**config.mk**
```make
export PLATFORM = sky130hd
export DESIGN_NAME = apc_attribute_palette_ctrl
export DESIGN_NICKNAME = d
export VERILOG_FILES = /design/src/common/apc_pkg.sv /design/src/rtl/apc_attribute_palette_ctrl.sv
export SDC_FILE = /design/constraint.sdc
export NUM_CORES = 1
export LEC_CHECK = 0
export BUFFER_PORTS_ARGS = -buffer_cell sky130_fd_sc_hd__clkbuf_2
export CAP_MARGIN = 10
export CORE_ASPECT_RATIO = 1.5
export CORE_MARGIN = 8
export CORE_UTILIZATION = 30
export CTS_CLUSTER_SIZE = 24
export DETAILED_ROUTE_END_ITERATION = 8
export SETUP_SLACK_MARGIN = 0.05
export SKIP_LAST_GASP = 1
export SLEW_MARGIN = 0
export SYNTH_ARGS = -nofsm -noshare
export SYNTH_HDL_FRONTEND = slang
export SYNTH_SLANG_ARGS = --single-unit
```
**constraint.sdc**
```tcl
create_clock -name clk -period 4.27 [get_ports clk]
set_input_delay 0.2135 -clock clk [delete_from_list [all_inputs] [get_ports clk]]
set_output_delay 0.2135 -clock clk [all_outputs]
set_load 0.05 [all_outputs]
```
**src/common/apc_pkg.sv**
```systemverilog
// Constants for the attribute and palette stage and its legacy mode registers.
// Assumes a 10-bit I/O port address and 8-bit data from the host bus logic.
package apc_pkg;
  localparam logic [9:0] PORT_ATTR_WR   = 10'h3C0;
  localparam logic [9:0] PORT_ATTR_RD   = 10'h3C1;
  localparam logic [9:0] PORT_STAT_MONO = 10'h3BA;
  localparam logic [9:0] PORT_STAT_CLR  = 10'h3DA;
  localparam logic [9:0] PORT_MODE_MONO = 10'h3B8;
  localparam logic [9:0] PORT_MODE_CLR  = 10'h3D8;
  localparam logic [9:0] PORT_GFX_LOCK  = 10'h3BF;
  localparam logic [9:0] PORT_EXT_MODE  = 10'h3DE;
  localparam logic [4:0] IDX_PAL_LAST   = 5'h0F;
  localparam logic [4:0] IDX_MODE       = 5'h10;
  localparam logic [4:0] IDX_BORDER     = 5'h11;
  localparam logic [4:0] IDX_PLANE      = 5'h12;
  localparam logic [4:0] IDX_PAN        = 5'h13;
  localparam logic [4:0] IDX_COLHI      = 5'h14;
  localparam int         MODE_SRC_HI    = 7;
  localparam int         MODE_WIDE      = 6;
  localparam int         MODE_PANCMP    = 5;
  localparam int         MODE_BLINK     = 3;
  localparam int         MODE_LINEGFX   = 2;
  localparam int         MODE_MONO      = 1;
  localparam int         MODE_GFX       = 0;
  localparam int         INDEX_SRC_BIT  = 5;
  localparam logic [3:0] PAN_NINE_ZERO  = 4'h8;
  localparam logic [7:0] RST_BYTE       = 8'h00;
  localparam logic [5:0] RST_INDEX      = 6'h00;
  localparam logic [7:0] UNMAPPED_READ  = 8'hFF;
endpackage

```
**src/rtl/apc_attribute_palette_ctrl.sv**
```systemverilog
// Attribute and palette stage with index/data toggle and legacy mode registers.
// Assumes same-clock single-cycle host strobes and pixel inputs from the serializer.
`timescale 1ns/10ps
module apc_attribute_palette_ctrl
  import apc_pkg::*;
(
  input  wire logic       clk,
  input  wire logic       nrst,
  input  wire logic [9:0] ioAddr,
  input  wire logic       ioWr,
  input  wire logic       ioRd,
  input  wire logic [7:0] ioWData,
  output logic      [7:0] ioRData,
  input  wire logic       compatEn,
  input  wire logic       extModeEn,
  input  wire logic       miscColor,
  input  wire logic [3:0] statusIn,
  input  wire logic [3:0] planeIn,
  input  wire logic [7:0] pixel8In,
  input  wire logic [7:0] textAttr,
  input  wire logic       fontDot,
  input  wire logic       ninthDotSlot,
  input  wire logic       lineGfxCode,
  input  wire logic       blinkPhase,
  input  wire logic       borderArea,
  input  wire logic       dot9Mode,
  input  wire logic       lineCompare,
  input  wire logic       vsync,
  output logic      [7:0] pixelOut,
  output logic            pixelClkEn,
  output logic      [3:0] panShift,
  output logic            crtPanMask,
  output logic            monoAttr,
  output logic            graphicsMode,
  output logic      [7:0] monoMode,
  output logic      [7:0] colorMode,
  output logic      [1:0] gfxLock,
  output logic      [7:0] extMode
);

  logic [5:0] palette_q [16];
  logic [7:0] mode_q;
  logic [7:0] border_q;
  logic [7:0] plane_q;
  logic [3:0] pan_q;
  logic [3:0] colHi_q;
  logic [5:0] index_q;
  logic       flip_q;
  logic [7:0] rdata_q;
  logic [7:0] pixel_q;
  logic       pclk_q;
  logic [3:0] shift_q;
  logic       panOff_q;
  logic [3:0] prevIdx_q;
  logic [7:0] monoMode_q;
  logic [7:0] colorMode_q;
  logic [1:0] lock_q;
  logic [7:0] extMode_q;
  logic [3:0] rawIdx;
  logic [3:0] maskIdx;
  logic [3:0] bgIdx;
  logic [7:0] pixel_d;
  logic [7:0] regRead;
  logic [1:0] diagBits;
  logic [3:0] shift_d;

  logic [9:0] statPort;
  logic [9:0] modePort;
  assign statPort = miscColor ? PORT_STAT_CLR : PORT_STAT_MONO;
  assign modePort = miscColor ? PORT_MODE_CLR : PORT_MODE_MONO;

  logic wrAttr;
  logic rdAttrIdx;
  logic rdAttrData;
  logic rdStatus;
  logic wrMode;
  logic wrLock;
  logic wrExt;
  assign wrAttr     = ioWr && ioAddr == PORT_ATTR_WR;
  assign rdAttrIdx  = ioRd && ioAddr == PORT_ATTR_WR;
  assign rdAttrData = ioRd && ioAddr == PORT_ATTR_RD;
  assign rdStatus   = ioRd && ioAddr == statPort;
  assign wrMode     = ioWr && compatEn && ioAddr == modePort;
  assign wrLock     = ioWr && compatEn && ioAddr == PORT_GFX_LOCK;
  assign wrExt      = ioWr && compatEn && extModeEn && ioAddr == PORT_EXT_MODE;

  logic wrData;
  assign wrData = wrAttr && flip_q;

  always_ff @(posedge clk or negedge nrst) begin
    if (!nrst) begin
      flip_q <= 1'b0;
    end else if (rdStatus) begin
      flip_q <= 1'b0;
    end else if (wrAttr) begin
      flip_q <= ~flip_q;
    end
  end

  always_ff @(posedge clk or negedge nrst) begin
    if (!nrst) begin
      index_q <= RST_INDEX;
    end else if (wrAttr && !flip_q) begin
      index_q <= ioWData[5:0];
    end
  end

  // palette writes only when source bit low
  always_ff @(posedge clk or negedge nrst) begin
    if (!nrst) begin
      for (int i = 0; i < 16; i++) begin
        palette_q[i] <= 6'h00;
      end
    end else if (wrData && !index_q[INDEX_SRC_BIT] && index_q[4:0] <= IDX_PAL_LAST) begin
      palette_q[index_q[3:0]] <= ioWData[5:0];
    end
  end

  always_ff @(posedge clk or negedge nrst) begin
    if (!nrst) begin
      mode_q   <= RST_BYTE;
      border_q <= RST_BYTE;
      plane_q  <= RST_BYTE;
      pan_q    <= 4'h0;
      colHi_q  <= 4'h0;
    end else if (wrData) begin
      case (index_q[4:0])
        IDX_MODE:   mode_q   <= ioWData;
        IDX_BORDER: border_q <= ioWData;
        IDX_PLANE:  plane_q  <= {2'b00, ioWData[5:0]};
        IDX_PAN:    pan_q    <= ioWData[3:0];
        IDX_COLHI:  colHi_q  <= ioWData[3:0];
        default: ;
      endcase
    end
  end

  always_comb begin
    regRead = RST_BYTE;
    if (index_q[4:0] <= IDX_PAL_LAST) begin
      regRead = {2'b00, palette_q[index_q[3:0]]};
    end else begin
      case (index_q[4:0])
        IDX_MODE:   regRead = mode_q;
        IDX_BORDER: regRead = border_q;
        IDX_PLANE:  regRead = plane_q;
        IDX_PAN:    regRead = {4'h0, pan_q};
        IDX_COLHI:  regRead = {4'h0, colHi_q};
        default:    regRead = RST_BYTE;
      endcase
    end
  end

  always_comb begin
    case (plane_q[5:4])
      2'b00:   diagBits = {pixel_q[2], pixel_q[0]};
      2'b01:   diagBits = {pixel_q[5], pixel_q[4]};
      2'b10:   diagBits = {pixel_q[3], pixel_q[1]};
      default: diagBits = {pixel_q[7], pixel_q[6]};
    endcase
  end

  always_ff @(posedge clk or negedge nrst) begin
    if (!nrst) begin
      rdata_q <= RST_BYTE;
    end else if (rdAttrIdx) begin
      rdata_q <= {2'b00, index_q};
    end else if (rdAttrData) begin
      rdata_q <= regRead;
    end else if (rdStatus) begin
      rdata_q <= {2'b00, diagBits, statusIn};
    end else if (ioRd) begin
      rdata_q <= UNMAPPED_READ;
    end
  end

  always_ff @(posedge clk or negedge nrst) begin
    if (!nrst) begin
      lock_q <= 2'b00;
    end else if (miscColor) begin
      lock_q <= 2'b00;
    end else if (wrLock) begin
      lock_q <= ioWData[1:0];
    end
  end

  always_ff @(posedge clk or negedge nrst) begin
    if (!nrst) begin
      monoMode_q  <= RST_BYTE;
      colorMode_q <= RST_BYTE;
    end else if (wrMode && !miscColor) begin
      monoMode_q <= {ioWData[7] & lock_q[1], 1'b0, ioWData[5], 1'b0,
                     ioWData[3], 1'b0, ioWData[1] & lock_q[0], ioWData[0]};
    end else if (wrMode) begin
      colorMode_q <= {2'b00, ioWData[5:0]};
    end
  end

  always_ff @(posedge clk or negedge nrst) begin
    if (!nrst) begin
      extMode_q <= RST_BYTE;
    end else if (wrExt) begin
      extMode_q <= {1'b0, ioWData[6], 2'b00, ioWData[3:2], 1'b0, ioWData[0]};
    end
  end

  always_ff @(posedge clk or negedge nrst) begin
    if (!nrst) begin
      panOff_q <= 1'b0;
    end else if (vsync) begin
      panOff_q <= 1'b0;
    end else if (lineCompare && mode_q[MODE_PANCMP]) begin
      panOff_q <= 1'b1;
    end
  end

  always_comb begin
    if (mode_q[MODE_WIDE]) begin
      shift_d = {2'b00, pan_q[2:1]};
    end else if (dot9Mode) begin
      shift_d = (pan_q < PAN_NINE_ZERO) ? pan_q + 4'h1 : 4'h0;
    end else begin
      shift_d = {1'b0, pan_q[2:0]};
    end
  end

  always_ff @(posedge clk or negedge nrst) begin
    if (!nrst) begin
      shift_q <= 4'h0;
    end else begin
      shift_q <= panOff_q ? 4'h0 : shift_d;
    end
  end

  always_ff @(posedge clk or negedge nrst) begin
    if (!nrst) begin
      pclk_q <= 1'b0;
    end else begin
      pclk_q <= mode_q[MODE_WIDE] ? ~pclk_q : 1'b1;
    end
  end

  always_comb begin
    bgIdx = mode_q[MODE_BLINK] ? {1'b0, textAttr[6:4]} : textAttr[7:4];
    if (mode_q[MODE_GFX]) begin
      rawIdx = planeIn;
    end else if (ninthDotSlot && lineGfxCode && mode_q[MODE_LINEGFX]) begin
      rawIdx = prevIdx_q;
    end else if (ninthDotSlot) begin
      rawIdx = bgIdx;
    end else if (mode_q[MODE_BLINK] && textAttr[7] && blinkPhase) begin
      rawIdx = bgIdx;
    end else begin
      rawIdx = fontDot ? textAttr[3:0] : bgIdx;
    end
  end

  assign maskIdx = rawIdx & plane_q[3:0];

  always_comb begin
    if (!index_q[INDEX_SRC_BIT]) begin
      pixel_d = 8'h00;
    end else if (borderArea) begin
      pixel_d = border_q;
    end else if (mode_q[MODE_WIDE] && mode_q[MODE_GFX]) begin
      pixel_d = pixel8In;
    end else begin
      pixel_d = {colHi_q[3:2], palette_q[maskIdx]};
      if (mode_q[MODE_SRC_HI]) begin
        pixel_d[5:4] = colHi_q[1:0];
      end
    end
  end

  // Wide mode holds each pixel for two dot clocks
  always_ff @(posedge clk or negedge nrst) begin
    if (!nrst) begin
      pixel_q   <= 8'h00;
      prevIdx_q <= 4'h0;
    end else if (!mode_q[MODE_WIDE] || !pclk_q) begin
      pixel_q   <= pixel_d;
      prevIdx_q <= rawIdx;
    end
  end

  assign ioRData      = rdata_q;
  assign pixelOut     = pixel_q;
  assign pixelClkEn   = pclk_q;
  assign panShift     = shift_q;
  assign crtPanMask   = panOff_q;
  assign monoAttr     = mode_q[MODE_MONO];
  assign graphicsMode = mode_q[MODE_GFX];
  assign monoMode     = monoMode_q;
  assign colorMode    = colorMode_q;
  assign gfxLock      = lock_q;
  assign extMode      = extMode_q;
endmodule

```
==> summary.txt <==
Yosys
  – Async SR Flop Fraction: between 90% and 100%
  – Synth Area in Compound Gates: 8.16%
  – Multiplexer share of the synthesized area: 32.3%
  – Synth Area in XOR/XNOR: 0.0930%
  – Distinct cell type count after synthesis: 56
  – Ys Warns: 0
  – EDFF count, synth: 0
  – Synth Flop Type: dfrtp_1
  – Main combinational cell family by area after synthesis: multiplexers
  – Synth Cell Area: approximately 9400 µm²
  – Sequential share of the synthesized area: 46.8%
  – Post-synthesis simple-gate area fraction: 9.19%
  – Avg Cell Area, Syn: 12.1 µm²
  – Post-Syn Instances: 777
  – Adder-cell area share of the yosys netlist: 0.133%
  – #FFs+latches synth: 176

Power
  – Leak pwr: 0.00483 µW
  – Switching power: approximately 830 µW
  – P_int: 2550 µW
  – Reg power frac: 49.8%
  – Sw Ratio: 24.6%
  – Max VDD drop: 286 µV
  – PD cells: 312 nW/µm²
  – Comb power frac: 5.0%
  – Clk pwr share: 45.2%

Critical path
  – Cell mode on critical path: mux4_2
  – Delay-heaviest family, CP: multiplexers
  – CP Capture Type: flip-flop
  – Crit path buf inv count: 1
  – Slowest stage cell, crit path: dfrtp_2
  – Critical path startpoint category: flip-flop
  – Worst R2R End: ioRData[5]
  – Reg2reg start: index_q[0]
  – Crit path largest cell delay: about 0.89 ns
  – Setup Crit Path Kind: flip-flop to flip-flop
  – R2R cell count: 6
  – Required time worst endpoint: 4.59 ns
  – Cell Chain, Critical Path: buf_4 -> mux4_2 -> mux4_2 -> a221oi_1 -> nor2_1 -> mux2_2
  – Crit-path max FO: 28
  – Critical Path Stages: 6
  – R2r setup slk: 1.22 ns
  – WP data arrival: around 3.4 ns

Clock tree
  – Worst-path clk slew: 0.07 ns
  – Hold_buf cts: 2
  – Post-CTS setup repair buffer count: 0
  – # clock sinks: 176
  – CTS Buffer Depth: 2
  – Num CTS Buffers: 17
  – Post-CTS resize count: 0
  – CTS tree: built
  – Worst-Skew Late Latency: 0.43 ns
  – H-tree depth: 4
  – Root Driver: clkbuf_16

STA
  – Setup WS post-layout: roughly 1.2 ns
  – Slew Viols, Final: 0
  – RSZ-0062 raised after global routing: no
  – Setup TNS Final: 0 ns
  – Finish-stage setup viols: 0
  – Final hold slack: 0.0321 ns
  – Final Hold Viols: 0
  – Min Clock Period, post-route: 3.05 ns
  – Period utilisation layout: 71.4%
  – Clock Skew: 0.0108 ns
  – Fmax: ~0.33 GHz
  – Worst-Margin Slew: 0.967 ns
  – Max_slew headroom: 35.5%

Drt
  – Post-route antenna net violation count: 0
  – DR pass1 iterations: 5
  – Via count: just under 7000
  – DRC viols: 0
  – Initial DRC Count: 386
  – Detail-routed via count per cell: 5.35
  – Routed wire per std cell: 22.1 µm
  – WL final: 28200 µm

Placed design
  – Placed instance count: between 1000 and 1500
  – Place WS: 1.20 ns
  – PortBufs: 97
  – Final GP Congestion: 0.901
  – DP HPWL: 20900 µm

Finish
  – Post-Layout Cell Count: 1274
  – # nets final: 914
  – N_diodes: 0
  – Share of layout cells above drive strength 1: 38.4%
  – Area Overhead vs Synth: 15.1%

Run
  – Maxcap violations: 0

Die
  – Die area: 37400 µm²
  – Initial core utilization: 30.4%
  – I/O pins: about 110
  – Height of the die: 233 µm
  – Site row count: 79
  – Die width: 161 µm
  – Floorplan core area: 30900 µm²

Global route
  – Grt total ovfl: 0
  – Vias in the first global route: 7202
  – First-pass GRT wire length: 43600 µm
  – Largest net degree at the start of global routing: just over 100
  – Initial antenna violation count: 0
  – All-Layer GR Usage: 15.2%

Min path
  – Min-Delay Endpoint: gfxLock[1]
  – Min-delay src: miscColor
  – HP Class: input pin to flip-flop
  – Worst hold stages: 2

Run status
  – Status: finished clean
## cells in the final DEF (no fill, tap or decap), types with 3 or more instances in the layout
cell,instances
dfrtp_1,174
mux2_2,149
clkbuf_2,96
nand2_1,56
nor2_1,45
a21oi_1,41
mux2i_1,40
mux4_2,36
o21ai_0,24
clkbuf_16,17
o22ai_1,12
inv_1,11
nand2b_1,11
nand3_1,11
mux2_1,11
conb_1,9
a221oi_1,7
nor3_1,7
nand4_1,6
a22oi_1,6
a211oi_1,6
a31oi_1,6
buf_4,6
and3_1,5
and2_1,5
nor2b_1,4
nor3_2,4
clkinvlp_4,4
inv_6,4
nand4b_1,3
o21ai_1,3
nor3b_1,3
## cell families after synthesis
logic type,after synthesis
AOI/OAI and AO/OA,122
and+or+nand+nor,174
adders and majority gates,1
buffers and inverters,65
other,1
DFF,176
xor gates and xnor gates,1
muxes,237
## registers in the layout, indices dropped and copies added, names as in the netlist
signal      cells
panShift        4
extMode         4
pixelOut        8
flip_q          1
pan_q           4
gfxLock         2
palette_q      96
crtPanMask      1
ioRData         8
plane_q         6
colorMode       6
border_q        8
pixelClkEn      1
monoMode        5
prevIdx_q       4
mode_q          8
colHi_q         4
index_q         6
## worst max-delay path by stage
stage,start,endpoint
3_3_place_gp,index_q[0],ioRData[5]
2_1_floorplan,mode_q[0],pixelOut[1]
3_5_place_dp,index_q[0],ioRData[5]
4_1_cts,index_q[0],ioRData[5]
5_1_grt,index_q[0],ioRData[5]
6_report,index_q[0],ioRData[5]
## per-layer routing
| metal | share of wire, % | track usage (%) |
|---|---|---|
| met2 | 53 | 27.7 |
| met4 | 5.6 | 9.29 |
| met3 | 4.2 | 2.79 |
| met1 | 37 | 16.0 |
| met5 | 0 | 0 |
## through the flow
step,util (%),total power [µW],cell area [µm²]
2_1_floorplan,-,1790,9450
3_5_place_dp,33.1,1880,10200
5_1_grt,35.0,3490,10800
4_1_cts,35.0,3410,10800
6_report,35.0,3380,10800
3_3_place_gp,33.1,1880,10200
## synthesized netlist by cell type, drive strengths merged, types with 7 or more instances
cell type,number,share of area (%)
o21ai,27,1.4
a21oi,41,2.2
nand2b,11,0.73
nand2,56,2.2
nor2,45,1.8
and2,7,0.46
a31oi,8,0.60
mux2i,40,4.3
mux2,160,19
dfrtp,176,47
o22ai,12,0.80
buf,28,1.9
nor3,11,0.80
clkbuf,26,1.0
nand3,12,0.69
a221oi,7,0.65
mux4,37,8.9
inv,11,0.44
## final cells by class
cell class	count	area (µm²)
Clock inverter	13	129
Timing Repair Buffer	106	577
Fill cell	3001	20100
Multi-Input combinational cell	544	4730
Clock buffer	19	443
Inverter	11	41.3
Tap cell	405	507
Sequential cell	176	4410
## power by group through the flow
stage          logic (µW)  registers [µW]  clock network (µW)
2_1_floorplan        74.5            1720                   0
3_3_place_gp          168            1720                   0
3_5_place_dp          170            1720                   0
4_1_cts               171            1680                1550
5_1_grt               186            1680                1620
6_report              169            1680                1530
Note: power is estimated with default switching activity, not from simulation.
